--- config.mk ---
export PLATFORM = sky130hd
export DESIGN_NAME = pls_config_bank
export DESIGN_NICKNAME = d
export VERILOG_FILES = /design/src/hdl/pls_pkg.sv /design/src/hdl/pls_config_bank.sv /design/src/hdl/pls_pulse_gen.sv
export SDC_FILE = /design/constraint.sdc
export NUM_CORES = 1
export LEC_CHECK = 0
export ABC_AREA = 1
export BUFFER_PORTS_ARGS = -buffer_cell sky130_fd_sc_hd__buf_2
export CELL_PAD_IN_SITES_DETAIL_PLACEMENT = 1
export CELL_PAD_IN_SITES_GLOBAL_PLACEMENT = 2
export CORE_MARGIN = 4
export CORE_UTILIZATION = 38
export CTS_CLUSTER_DIAMETER = 60
export DETAILED_ROUTE_END_ITERATION = 8
export GPL_ROUTABILITY_DRIVEN = 0
export PLACE_DENSITY = 0.95
export SLEW_MARGIN = 20
export SYNTH_ARGS = -nofsm -noshare
export SYNTH_HDL_FRONTEND = slang
export SYNTH_SLANG_ARGS = --single-unit
--- constraint.sdc ---
create_clock -name i_clk -period 7 [get_ports i_clk]
set_input_delay 0.7 -clock i_clk [delete_from_list [all_inputs] [get_ports i_clk]]
set_output_delay 0.7 -clock i_clk [all_outputs]
set_load 0.005 [all_outputs]
--- src/hdl/pls_pkg.sv ---
// Package with register map, field positions, reset values and timing constants of the bank
package pls_pkg;
  localparam logic [7:0] ADDR_PULSE_CTRL  = 8'h35;
  localparam logic [7:0] ADDR_CELL_FUNC   = 8'h36;
  localparam logic [7:0] ADDR_FLOP_CTRL   = 8'h37;
  localparam logic [7:0] ADDR_EVENT_CTRL  = 8'h38;
  localparam logic [7:0] ADDR_SCAN_TIMING = 8'h39;
  localparam logic [7:0] ADDR_ROW_SELECT  = 8'h3A;

  localparam logic [7:0] RESET_VALUE = 8'h00;
  localparam logic [7:0] MASK_PULSE  = 8'hFF;
  localparam logic [7:0] MASK_FUNC   = 8'h7F;
  localparam logic [7:0] MASK_FLOP   = 8'h03;
  localparam logic [7:0] MASK_EVENT  = 8'h07;
  localparam logic [7:0] MASK_SCAN   = 8'h0B;
  localparam logic [7:0] MASK_ROW    = 8'h3F;

  localparam int BIT_GEN_A_INVERT   = 7;
  localparam int BIT_GEN_A_ON_TB    = 6;
  localparam int BIT_GEN_A_PRD_TB   = 5;
  localparam int BIT_GEN_A_RUN      = 4;
  localparam int BIT_GEN_B_INVERT   = 3;
  localparam int BIT_GEN_B_ON_TB    = 2;
  localparam int BIT_GEN_B_PRD_TB   = 1;
  localparam int BIT_GEN_B_RUN      = 0;
  localparam int FUNC_SEL_LSB       = 0;
  localparam int BIT_IN_A_INVERT    = 3;
  localparam int BIT_IN_B_INVERT    = 4;
  localparam int BIT_IN_C_INVERT    = 5;
  localparam int BIT_OUT_INVERT     = 6;
  localparam int BIT_FLOP_WIPE      = 0;
  localparam int BIT_FLOP_PRESET    = 1;
  localparam int BIT_IRQ_LEVEL      = 0;
  localparam int BIT_EVENT_EN       = 1;
  localparam int BIT_DEBOUNCE_BYPASS = 2;
  localparam int SCAN_INTERVAL_LSB  = 0;
  localparam int BIT_PRECHARGE_LONG = 3;

  localparam logic [2:0] FN_OFF    = 3'h0;
  localparam logic [2:0] FN_AND    = 3'h1;
  localparam logic [2:0] FN_OR     = 3'h2;
  localparam logic [2:0] FN_XOR    = 3'h3;
  localparam logic [2:0] FN_FLOP   = 3'h4;
  localparam logic [2:0] FN_PASS_A = 3'h5;
  localparam logic [2:0] FN_PASS_B = 3'h6;
  localparam logic [2:0] FN_PASS_C = 3'h7;

  localparam int CLK_PERIOD_NS      = 10;
  localparam int TB_FAST_MS         = 1;
  localparam int TB_SLOW_MS         = 125;
  localparam int MS_CYCLES          = TB_FAST_MS * 1000000 / CLK_PERIOD_NS;
  localparam int SLOW_TICKS         = TB_SLOW_MS / TB_FAST_MS;
  localparam int PRECHARGE_SHORT_US = 100;
  localparam int PRECHARGE_LONG_US  = 200;
  localparam int PRECHARGE_SHORT_CYCLES = PRECHARGE_SHORT_US * 1000 / CLK_PERIOD_NS;
  localparam int PRECHARGE_LONG_CYCLES  = PRECHARGE_LONG_US * 1000 / CLK_PERIOD_NS;
  localparam int SCAN_STEP_MS       = 10;
  localparam int DEBOUNCE_NS        = 500;
  localparam int DEBOUNCE_CYCLES    = DEBOUNCE_NS / CLK_PERIOD_NS;
endpackage

--- src/hdl/pls_config_bank.sv ---
// Configuration bank with pulse generators, logic cell, scan timing and row pin selection
//
// Overview of operation
// - Disabled generator holds off level; enabled runs
// - Invert clear: on time drives high
// - Second generator inverted: on time drives low
// - On timebase bit: 1 ms or 125 ms
// - Period timebase bit: 1 ms or 125 ms
// - Three-bit select picks logic cell function
// - Each cell input inverted by own bit
// - Output invert bit inverts cell output
// - Preset bit set forces cell flop set unless wipe bit set
// - Wipe bit set clears cell flop
// - Filtered cell output debounced unless bypass bit set
// - Events only when event enable bit set
// - Level bit picks active cell output level
// - Precharge 100 us or 200 us
// - Scan interval 10, 20, 30, 40 ms
// - Row select bits make pins keypad rows
// - Column 0 alternate drives first generator
// - Column 1 alternate drives second generator
// - Row 0 alternate drives cell output unless row select bit 0 makes it a keypad row
// - Period equals count times period unit
`timescale 1ns/1ps
module pls_config_bank #(
  parameter int P_MS_CYCLES              = pls_pkg::MS_CYCLES,
  parameter int P_PRECHARGE_SHORT_CYCLES = pls_pkg::PRECHARGE_SHORT_CYCLES,
  parameter int P_PRECHARGE_LONG_CYCLES  = pls_pkg::PRECHARGE_LONG_CYCLES
) (
  input  wire logic       i_clk,
  input  wire logic       i_rst,
  input  wire logic [7:0] i_reg_addr,
  input  wire logic       i_reg_wr,
  input  wire logic [7:0] i_reg_wdata,
  input  wire logic       i_reg_rd,
  output logic      [7:0] o_reg_rdata,
  input  wire logic [7:0] i_gen_a_delay,
  input  wire logic [7:0] i_gen_a_period,
  input  wire logic [7:0] i_gen_a_on_time,
  input  wire logic [7:0] i_gen_b_delay,
  input  wire logic [7:0] i_gen_b_period,
  input  wire logic [7:0] i_gen_b_on_time,
  input  wire logic       i_cell_input_a,
  input  wire logic       i_cell_input_b,
  input  wire logic       i_cell_input_c,
  input  wire logic       i_col0_alt_function,
  input  wire logic       i_col1_alt_function,
  input  wire logic       i_row0_alt_function,
  output logic            o_pulse_out_a,
  output logic            o_pulse_out_b,
  output logic            o_cell_output,
  output logic            o_cell_filtered,
  output logic            o_cell_event,
  output logic            o_cell_irq_active,
  output logic            o_scan_start,
  output logic            o_precharge,
  output logic      [5:0] o_row_is_key,
  output logic            o_row0_out,
  output logic            o_row0_oe,
  output logic            o_col0_out,
  output logic            o_col0_oe,
  output logic            o_col1_out,
  output logic            o_col1_oe
);
  localparam int MS_W  = $clog2(P_MS_CYCLES + 1);
  localparam int PRE_W = $clog2(P_PRECHARGE_LONG_CYCLES + 1);
  localparam int DB_W  = $clog2(pls_pkg::DEBOUNCE_CYCLES + 1);

  logic [7:0]      pulse_generator_control;
  logic [7:0]      logic_cell_function;
  logic [7:0]      logic_flipflop_control;
  logic [7:0]      logic_event_control;
  logic [7:0]      scan_timing;
  logic [7:0]      row_pin_select;

  logic [MS_W-1:0] ms_cnt;
  logic [7:0]      slow_cnt;
  logic            tick_fast;
  logic            tick_slow;

  logic [2:0]      sync1;
  logic [2:0]      sync2;
  logic [2:0]      sync3;
  logic [2:0]      in_stable;
  logic [2:0]      in_eff;
  logic            prev_clk_in;
  logic            cell_flop;
  logic            next_cell_raw;
  logic            cell_core;
  logic [DB_W-1:0] db_cnt;
  logic            db_level;
  logic            cell_filt_src;
  logic            prev_filt;

  logic [5:0]      scan_ms;
  logic [5:0]      scan_limit;
  logic [PRE_W-1:0] pre_cnt;
  logic            pulse_a;
  logic            pulse_b;

  // Register writes; reserved bits are masked so they never store
  always_ff @(posedge i_clk or posedge i_rst) begin
    if (i_rst) begin
      pulse_generator_control <= pls_pkg::RESET_VALUE;
      logic_cell_function     <= pls_pkg::RESET_VALUE;
      logic_flipflop_control  <= pls_pkg::RESET_VALUE;
      logic_event_control     <= pls_pkg::RESET_VALUE;
      scan_timing             <= pls_pkg::RESET_VALUE;
      row_pin_select          <= pls_pkg::RESET_VALUE;
    end else if (i_reg_wr) begin
      unique case (i_reg_addr)
        pls_pkg::ADDR_PULSE_CTRL:  pulse_generator_control <= i_reg_wdata & pls_pkg::MASK_PULSE;
        pls_pkg::ADDR_CELL_FUNC:   logic_cell_function <= i_reg_wdata & pls_pkg::MASK_FUNC;
        pls_pkg::ADDR_FLOP_CTRL:   logic_flipflop_control <= i_reg_wdata & pls_pkg::MASK_FLOP;
        pls_pkg::ADDR_EVENT_CTRL:  logic_event_control <= i_reg_wdata & pls_pkg::MASK_EVENT;
        pls_pkg::ADDR_SCAN_TIMING: scan_timing <= i_reg_wdata & pls_pkg::MASK_SCAN;
        pls_pkg::ADDR_ROW_SELECT:  row_pin_select <= i_reg_wdata & pls_pkg::MASK_ROW;
        default: ;
      endcase
    end
  end

  // Read data registered; unmapped addresses return zero
  always_ff @(posedge i_clk or posedge i_rst) begin
    if (i_rst) begin
      o_reg_rdata <= 8'h00;
    end else if (i_reg_rd) begin
      unique case (i_reg_addr)
        pls_pkg::ADDR_PULSE_CTRL:  o_reg_rdata <= pulse_generator_control;
        pls_pkg::ADDR_CELL_FUNC:   o_reg_rdata <= logic_cell_function;
        pls_pkg::ADDR_FLOP_CTRL:   o_reg_rdata <= logic_flipflop_control;
        pls_pkg::ADDR_EVENT_CTRL:  o_reg_rdata <= logic_event_control;
        pls_pkg::ADDR_SCAN_TIMING: o_reg_rdata <= scan_timing;
        pls_pkg::ADDR_ROW_SELECT:  o_reg_rdata <= row_pin_select;
        default:                   o_reg_rdata <= 8'h00;
      endcase
    end
  end

  // Shared timebase; the slow tick lands on a fast tick so both units stay aligned
  assign tick_fast = (ms_cnt == MS_W'(P_MS_CYCLES - 1));
  assign tick_slow = tick_fast && (slow_cnt == 8'(pls_pkg::SLOW_TICKS - 1));

  always_ff @(posedge i_clk or posedge i_rst) begin
    if (i_rst) begin
      ms_cnt   <= '0;
      slow_cnt <= 8'h00;
    end else begin
      ms_cnt <= tick_fast ? '0 : ms_cnt + MS_W'(1);
      if (tick_slow) begin
        slow_cnt <= 8'h00;
      end else if (tick_fast) begin
        slow_cnt <= slow_cnt + 8'h01;
      end
    end
  end

  // Slow on time with fast period is unsupported and is left undefined here
  pls_pulse_gen u_gen_a (
    .i_clk             (i_clk),
    .i_rst             (i_rst),
    .i_run             (pulse_generator_control[pls_pkg::BIT_GEN_A_RUN]),
    .i_invert          (pulse_generator_control[pls_pkg::BIT_GEN_A_INVERT]),
    .i_on_timebase     (pulse_generator_control[pls_pkg::BIT_GEN_A_ON_TB]),
    .i_period_timebase (pulse_generator_control[pls_pkg::BIT_GEN_A_PRD_TB]),
    .i_delay           (i_gen_a_delay),
    .i_period          (i_gen_a_period),
    .i_on_time         (i_gen_a_on_time),
    .i_tick_fast       (tick_fast),
    .i_tick_slow       (tick_slow),
    .o_pulse           (pulse_a)
  );

  pls_pulse_gen u_gen_b (
    .i_clk             (i_clk),
    .i_rst             (i_rst),
    .i_run             (pulse_generator_control[pls_pkg::BIT_GEN_B_RUN]),
    .i_invert          (pulse_generator_control[pls_pkg::BIT_GEN_B_INVERT]),
    .i_on_timebase     (pulse_generator_control[pls_pkg::BIT_GEN_B_ON_TB]),
    .i_period_timebase (pulse_generator_control[pls_pkg::BIT_GEN_B_PRD_TB]),
    .i_delay           (i_gen_b_delay),
    .i_period          (i_gen_b_period),
    .i_on_time         (i_gen_b_on_time),
    .i_tick_fast       (tick_fast),
    .i_tick_slow       (tick_slow),
    .o_pulse           (pulse_b)
  );

  assign o_pulse_out_a = pulse_a;
  assign o_pulse_out_b = pulse_b;

  // Pin inputs pass three flops; a new value is taken once stages two and three agree
  always_ff @(posedge i_clk or posedge i_rst) begin
    if (i_rst) begin
      sync1     <= 3'h0;
      sync2     <= 3'h0;
      sync3     <= 3'h0;
      in_stable <= 3'h0;
    end else begin
      sync1     <= {i_cell_input_c, i_cell_input_b, i_cell_input_a};
      sync2     <= sync1;
      sync3     <= sync2;
      in_stable <= (sync2 & ~(sync2 ^ sync3)) | (in_stable & (sync2 ^ sync3));
    end
  end

  assign in_eff = in_stable ^ {logic_cell_function[pls_pkg::BIT_IN_C_INVERT],
                               logic_cell_function[pls_pkg::BIT_IN_B_INVERT],
                               logic_cell_function[pls_pkg::BIT_IN_A_INVERT]};

  // Cell flop samples input A on a rising edge of input B; wipe overrides preset
  always_ff @(posedge i_clk or posedge i_rst) begin
    if (i_rst) begin
      cell_flop   <= 1'b0;
      prev_clk_in <= 1'b0;
    end else begin
      prev_clk_in <= in_eff[1];
      if (logic_flipflop_control[pls_pkg::BIT_FLOP_WIPE]) begin
        cell_flop <= 1'b0;
      end else if (logic_flipflop_control[pls_pkg::BIT_FLOP_PRESET]) begin
        cell_flop <= 1'b1;
      end else if (in_eff[1] && !prev_clk_in) begin
        cell_flop <= in_eff[0];
      end
    end
  end

  always_comb begin
    unique case (logic_cell_function[pls_pkg::FUNC_SEL_LSB +: 3])
      pls_pkg::FN_OFF:    next_cell_raw = 1'b0;
      pls_pkg::FN_AND:    next_cell_raw = &in_eff;
      pls_pkg::FN_OR:     next_cell_raw = |in_eff;
      pls_pkg::FN_XOR:    next_cell_raw = ^in_eff;
      pls_pkg::FN_FLOP:   next_cell_raw = cell_flop;
      pls_pkg::FN_PASS_A: next_cell_raw = in_eff[0];
      pls_pkg::FN_PASS_B: next_cell_raw = in_eff[1];
      pls_pkg::FN_PASS_C: next_cell_raw = in_eff[2];
    endcase
  end

  always_ff @(posedge i_clk or posedge i_rst) begin
    if (i_rst) begin
      cell_core <= 1'b0;
    end else begin
      cell_core <= next_cell_raw ^ logic_cell_function[pls_pkg::BIT_OUT_INVERT];
    end
  end

  // Debounce: a level must hold a full window before it is accepted
  always_ff @(posedge i_clk or posedge i_rst) begin
    if (i_rst) begin
      db_cnt   <= '0;
      db_level <= 1'b0;
    end else if (cell_core == db_level) begin
      db_cnt <= '0;
    end else if (db_cnt == DB_W'(pls_pkg::DEBOUNCE_CYCLES - 1)) begin
      db_cnt   <= '0;
      db_level <= cell_core;
    end else begin
      db_cnt <= db_cnt + DB_W'(1);
    end
  end

  // Bypass lets glitches through to the event logic
  assign cell_filt_src = logic_event_control[pls_pkg::BIT_DEBOUNCE_BYPASS] ?
                         cell_core : db_level;

  always_ff @(posedge i_clk or posedge i_rst) begin
    if (i_rst) begin
      prev_filt         <= 1'b0;
      o_cell_filtered   <= 1'b0;
      o_cell_event      <= 1'b0;
      o_cell_irq_active <= 1'b0;
    end else begin
      prev_filt       <= cell_filt_src;
      o_cell_filtered <= cell_filt_src;
      // Event on entry into the active level only
      o_cell_event <= logic_event_control[pls_pkg::BIT_EVENT_EN] &&
                      (cell_filt_src != prev_filt) &&
                      (cell_filt_src == logic_event_control[pls_pkg::BIT_IRQ_LEVEL]);
      o_cell_irq_active <= logic_event_control[pls_pkg::BIT_EVENT_EN] &&
                           (cell_filt_src == logic_event_control[pls_pkg::BIT_IRQ_LEVEL]);
    end
  end

  // Scan scheduler runs only while some pin is a keypad row
  assign scan_limit = 6'(pls_pkg::SCAN_STEP_MS) *
                      (6'(scan_timing[pls_pkg::SCAN_INTERVAL_LSB +: 2]) + 6'h01);

  always_ff @(posedge i_clk or posedge i_rst) begin
    if (i_rst) begin
      scan_ms      <= 6'h00;
      o_scan_start <= 1'b0;
    end else begin
      o_scan_start <= 1'b0;
      if (row_pin_select[5:0] == 6'h00) begin
        scan_ms <= 6'h00;
      end else if (tick_fast) begin
        if (scan_ms + 6'h01 >= scan_limit) begin
          scan_ms      <= 6'h00;
          o_scan_start <= 1'b1;
        end else begin
          scan_ms <= scan_ms + 6'h01;
        end
      end
    end
  end

  always_ff @(posedge i_clk or posedge i_rst) begin
    if (i_rst) begin
      pre_cnt     <= '0;
      o_precharge <= 1'b0;
    end else if (o_scan_start) begin
      pre_cnt     <= scan_timing[pls_pkg::BIT_PRECHARGE_LONG] ?
                     PRE_W'(P_PRECHARGE_LONG_CYCLES - 1) :
                     PRE_W'(P_PRECHARGE_SHORT_CYCLES - 1);
      o_precharge <= 1'b1;
    end else if (pre_cnt != '0) begin
      pre_cnt <= pre_cnt - PRE_W'(1);
    end else begin
      o_precharge <= 1'b0;
    end
  end

  // Pin function routing, registered so every pin output comes from a flop
  always_ff @(posedge i_clk or posedge i_rst) begin
    if (i_rst) begin
      o_row_is_key  <= 6'h00;
      o_cell_output <= 1'b0;
      o_row0_out    <= 1'b0;
      o_row0_oe     <= 1'b0;
      o_col0_out    <= 1'b0;
      o_col0_oe     <= 1'b0;
      o_col1_out    <= 1'b0;
      o_col1_oe     <= 1'b0;
    end else begin
      o_row_is_key  <= row_pin_select[5:0];
      o_cell_output <= cell_core;
      // A row select overrides the alternate function on row 0
      o_row0_out    <= cell_core;
      o_row0_oe     <= i_row0_alt_function && !row_pin_select[0];
      o_col0_out    <= pulse_a;
      o_col0_oe     <= i_col0_alt_function;
      o_col1_out    <= pulse_b;
      o_col1_oe     <= i_col1_alt_function;
    end
  end
endmodule

--- src/hdl/pls_pulse_gen.sv ---
// One pulse generator: initial delay, period and on time counted in timebase ticks
`timescale 1ns/1ps
module pls_pulse_gen (
  input  wire logic       i_clk,
  input  wire logic       i_rst,
  input  wire logic       i_run,
  input  wire logic       i_invert,
  input  wire logic       i_on_timebase,
  input  wire logic       i_period_timebase,
  input  wire logic [7:0] i_delay,
  input  wire logic [7:0] i_period,
  input  wire logic [7:0] i_on_time,
  input  wire logic       i_tick_fast,
  input  wire logic       i_tick_slow,
  output logic            o_pulse
);
  logic       prd_tick;
  logic       on_tick;
  logic       in_delay;
  logic [7:0] prd_cnt;
  logic [7:0] on_cnt;
  logic       active;

  assign prd_tick = i_period_timebase ? i_tick_slow : i_tick_fast;
  assign on_tick  = i_on_timebase ? i_tick_slow : i_tick_fast;
  // A zero period or zero on time never turns the output on
  assign active   = !in_delay && (i_period != 8'h00) && (on_cnt < i_on_time);

  always_ff @(posedge i_clk or posedge i_rst) begin
    if (i_rst) begin
      in_delay <= 1'b1;
      prd_cnt  <= 8'h00;
      on_cnt   <= 8'h00;
    end else if (!i_run) begin
      in_delay <= 1'b1;
      prd_cnt  <= 8'h00;
      on_cnt   <= 8'h00;
    end else if (in_delay) begin
      if (prd_cnt >= i_delay) begin
        in_delay <= 1'b0;
        prd_cnt  <= 8'h00;
      end else if (prd_tick) begin
        prd_cnt <= prd_cnt + 8'h01;
      end
    end else begin
      // Period is count times the period unit, restarting both counters
      if (prd_tick && (prd_cnt + 8'h01 >= i_period)) begin
        prd_cnt <= 8'h00;
        on_cnt  <= 8'h00;
      end else begin
        if (prd_tick) begin
          prd_cnt <= prd_cnt + 8'h01;
        end
        if (on_tick && (on_cnt < i_on_time)) begin
          on_cnt <= on_cnt + 8'h01;
        end
      end
    end
  end

  always_ff @(posedge i_clk or posedge i_rst) begin
    if (i_rst) begin
      o_pulse <= 1'b0;
    end else begin
      o_pulse <= (i_run && active) ^ i_invert;
    end
  end
endmodule
==> metrics.txt <==
status=complete, no violations; die span in y=164 µm; remaining global-route overflow=0; final hold viol count=0; starting density of the core=0.390; clock latency on the worst-skew pair=0.44 ns; starting DRC count in detailed routing=402; Commonest cells post-synth=nand2_1, inv_1, dfrtp_1; crit path DAT=2.99 ns; largest net degree at the start of global routing=106; clock skew=0.0104 ns; Non-Filler Instances=1594; hold path depth=0; Worst VDD drop=0.000116 V; worst hold start=sync1[0]; drt drc=0; Core ar.=0.0238 mm²; port buffer count=101; Hold Path Sink=sync2[0]; crit end category=flop; Worst R2R End=u_gen_b.on_cnt[1]; post-route ant nets=0; Post-synth EDFFs=0; most frequent cell after synthesis=nand2_1; Post-CTS Setup Inserts=0; FFs w/ async S/R, synth=1.00; Setup WS pre-CTS=4.37 ns; Lkg Pwr=5.84 nW; Multi-input gate area=0.00454 mm²; critical path launch point type=flop; Final Power=1.97 mW; Mapped Cells=1153; Num Clock Sinks=158; WP data required=7.32 ns; Hold WC Path Type=flop to flop; Pins Over Slew Limit=0; number of global-route vias before repair=8521; ranking of synthesized cells by area=dfrtp_1, nand2_1, ha_1; FF+latch area=0.00396 mm²; initial antenna violation count=4; Synth Flop Type=dfrtp_1; Clock Tree Root=clkbuf_16; nets=1401; Clock Pin Slew Worst Setup and Hold Paths=0.07 ns; final setup vio count=0; part of the cycle the worst path needs=0.382; final worst slack=4.32 ns; CP Cell Sequence=nand3_1 -> nor3_1 -> nand3_1 -> nand2_1 -> inv_1 -> ha_1 -> nand2_1 -> nor2_1 -> nand4_1 -> nand3_1 -> nand2_2 -> nand2_2 -> nand2_4 -> nand3_1 -> nand2_1; maximum fanout along the worst path=8; I/O pin count=102; Finished Core Util=0.449; final worst path period need=2.68 ns; Die Area=0.0269 mm²; share of the synthesized area in the top cell type=0.421; PostCTS Resize Cnt=0; transition time at the pin with the least slew margin=0.964 ns; CP delay by family, top=simple AND/OR/NAND/NOR gates; drt total wl=24900 µm; Yosys warnings=0; layout cells sized above 1=0.143; Crit path largest cell delay=0.44 ns; H-tree Lvls=4; FF-to-FF setup slack=4.32 ns; Crit path buffers/inverters=1; R2R depth=15; critical path class=flop to flop; fillers=2962; Initial DRT Pass Iterations=5; syn nets=1293; CTS tree=done; Area after DPL=0.0101 mm²; Final Hold Slack=0.342 ns; first-pass GRT wire length=41800 µm; post-route cell area=0.0107 mm²; average size of a mapped cell=8.04 µm²; wire per inst=15.6 µm; Chip Width=164 µm; Yosys reg bits=158; Max Root-Sink Buffers=2; row count=56; detailed placement HPWL=18900 µm; Reg2Reg Launch Point=u_gen_b.prd_cnt[0]; sequential fraction of the synthesis area=0.427; Crit path top cell by count=nand3_1; placed cell count=1561; routed vias/inst=5.00; Area Growth Syn to Fin=15.2%; f_max=374 MHz; CTS Buf Count=17; RSZ-0062 raised after global routing=no; Pwr Density=185 mW/mm²; Max Cap Violations=0; CTS Hold Bufs=0; area leader, netlist=dfrtp_1; Post-Syn Area=0.00927 mm²; slew margin rel.=0.358; Critical Path Slowest Stage Cell=dfrtp_1; synth unique cells=49; DR vias=7975; final setup TNS=0 ns; GRT Util Overall=0.193
area by class of cell:
type,count,area share
tap,319,0.0374
multi-input combinational,794,0.425
clock inverter,15,0.0121
antenna,1,0.000234
clock buffer,17,0.0399
timing repair buffer,102,0.0481
sequential,158,0.371
inverter,188,0.0667
sequential cells by signal (all words and copies together) (netlist names), 3 cells and up, named ones only:
| signal | count |
|---|---|
| scan_timing | 3 |
| slow_cnt | 8 |
| pre_cnt | 15 |
| row_pin_select | 6 |
| u_gen_a.prd_cnt | 8 |
| u_gen_a.on_cnt | 8 |
| logic_event_control | 3 |
| db_cnt | 6 |
| sync3 | 3 |
| u_gen_b.prd_cnt | 8 |
| sync2 | 3 |
| sync1 | 3 |
| scan_ms | 6 |
| ms_cnt | 17 |
| o_row_is_key | 6 |
| o_reg_rdata | 8 |
| u_gen_b.on_cnt | 8 |
| logic_cell_function | 7 |
| pulse_generator_control | 8 |
where the power goes:
group	internal (mW)	switching (mW)
combinational	0.0455	0.0836
sequential	0.933	0.0192
clock	0.465	0.424
worst reg2reg max path, cell delays in order, from the launching register on:
cell,delay (ns)
dfrtp_1,0.44
nand3_1,0.16
nor3_1,0.39
nand3_1,0.13
nand2_1,0.11
inv_1,0.04
ha_1,0.28
nand2_1,0.08
nor2_1,0.14
nand4_1,0.09
nand3_1,0.16
nand2_2,0.12
nand2_2,0.15
nand2_4,0.10
nand3_1,0.09
nand2_1,0.07
routing by layer:
metal	vias up	share of wire	global-route usage
met5	-	0.0016	0
li1	3940	-	-
met1	3845	0.45	0.248
met4	6	0.019	0.0545
met2	146	0.49	0.332
met3	38	0.040	0.0369
cells by family after synthesis:
family	share of synthesized area
compound gates	0.0888
xor+xnor	0.0416
fa+ha+maj	0.0924
buf+inv	0.0836
flops	0.427
simple gates	0.267
how the worst max path moves through the flow:
| stage | from | to | slack [ns] | cells past startpoint |
|---|---|---|---|---|
| floorplan | i_rst | async pin | 2.04 | 1 |
| global route | u_gen_b.prd_cnt[0] | u_gen_b.on_cnt[0] | 3.98 | 15 |
| detailed placement | u_gen_b.prd_cnt[0] | u_gen_b.on_cnt[1] | 4.37 | 15 |
| CTS | u_gen_b.prd_cnt[0] | u_gen_b.on_cnt[1] | 4.34 | 15 |
| finish | u_gen_b.prd_cnt[0] | u_gen_b.on_cnt[1] | 4.32 | 15 |
| global placement | u_gen_b.prd_cnt[0] | u_gen_b.prd_cnt[3] | 4.50 | 13 |
layout by cell type, fill, tap and decap left out, types with 8 or more instances in the layout:
cell type,instances
nand2_2,8
a21oi_1,37
nand2_1,238
inv_1,177
nand3_1,68
clkbuf_16,17
nor2_1,128
o21ai_1,8
o211ai_1,17
nor4_1,8
xor2_1,37
buf_2,101
dfrtp_1,156
nand4_1,34
ha_1,66
nor3_1,19
o21ai_0,55
(Power assumes the default switching activity.)
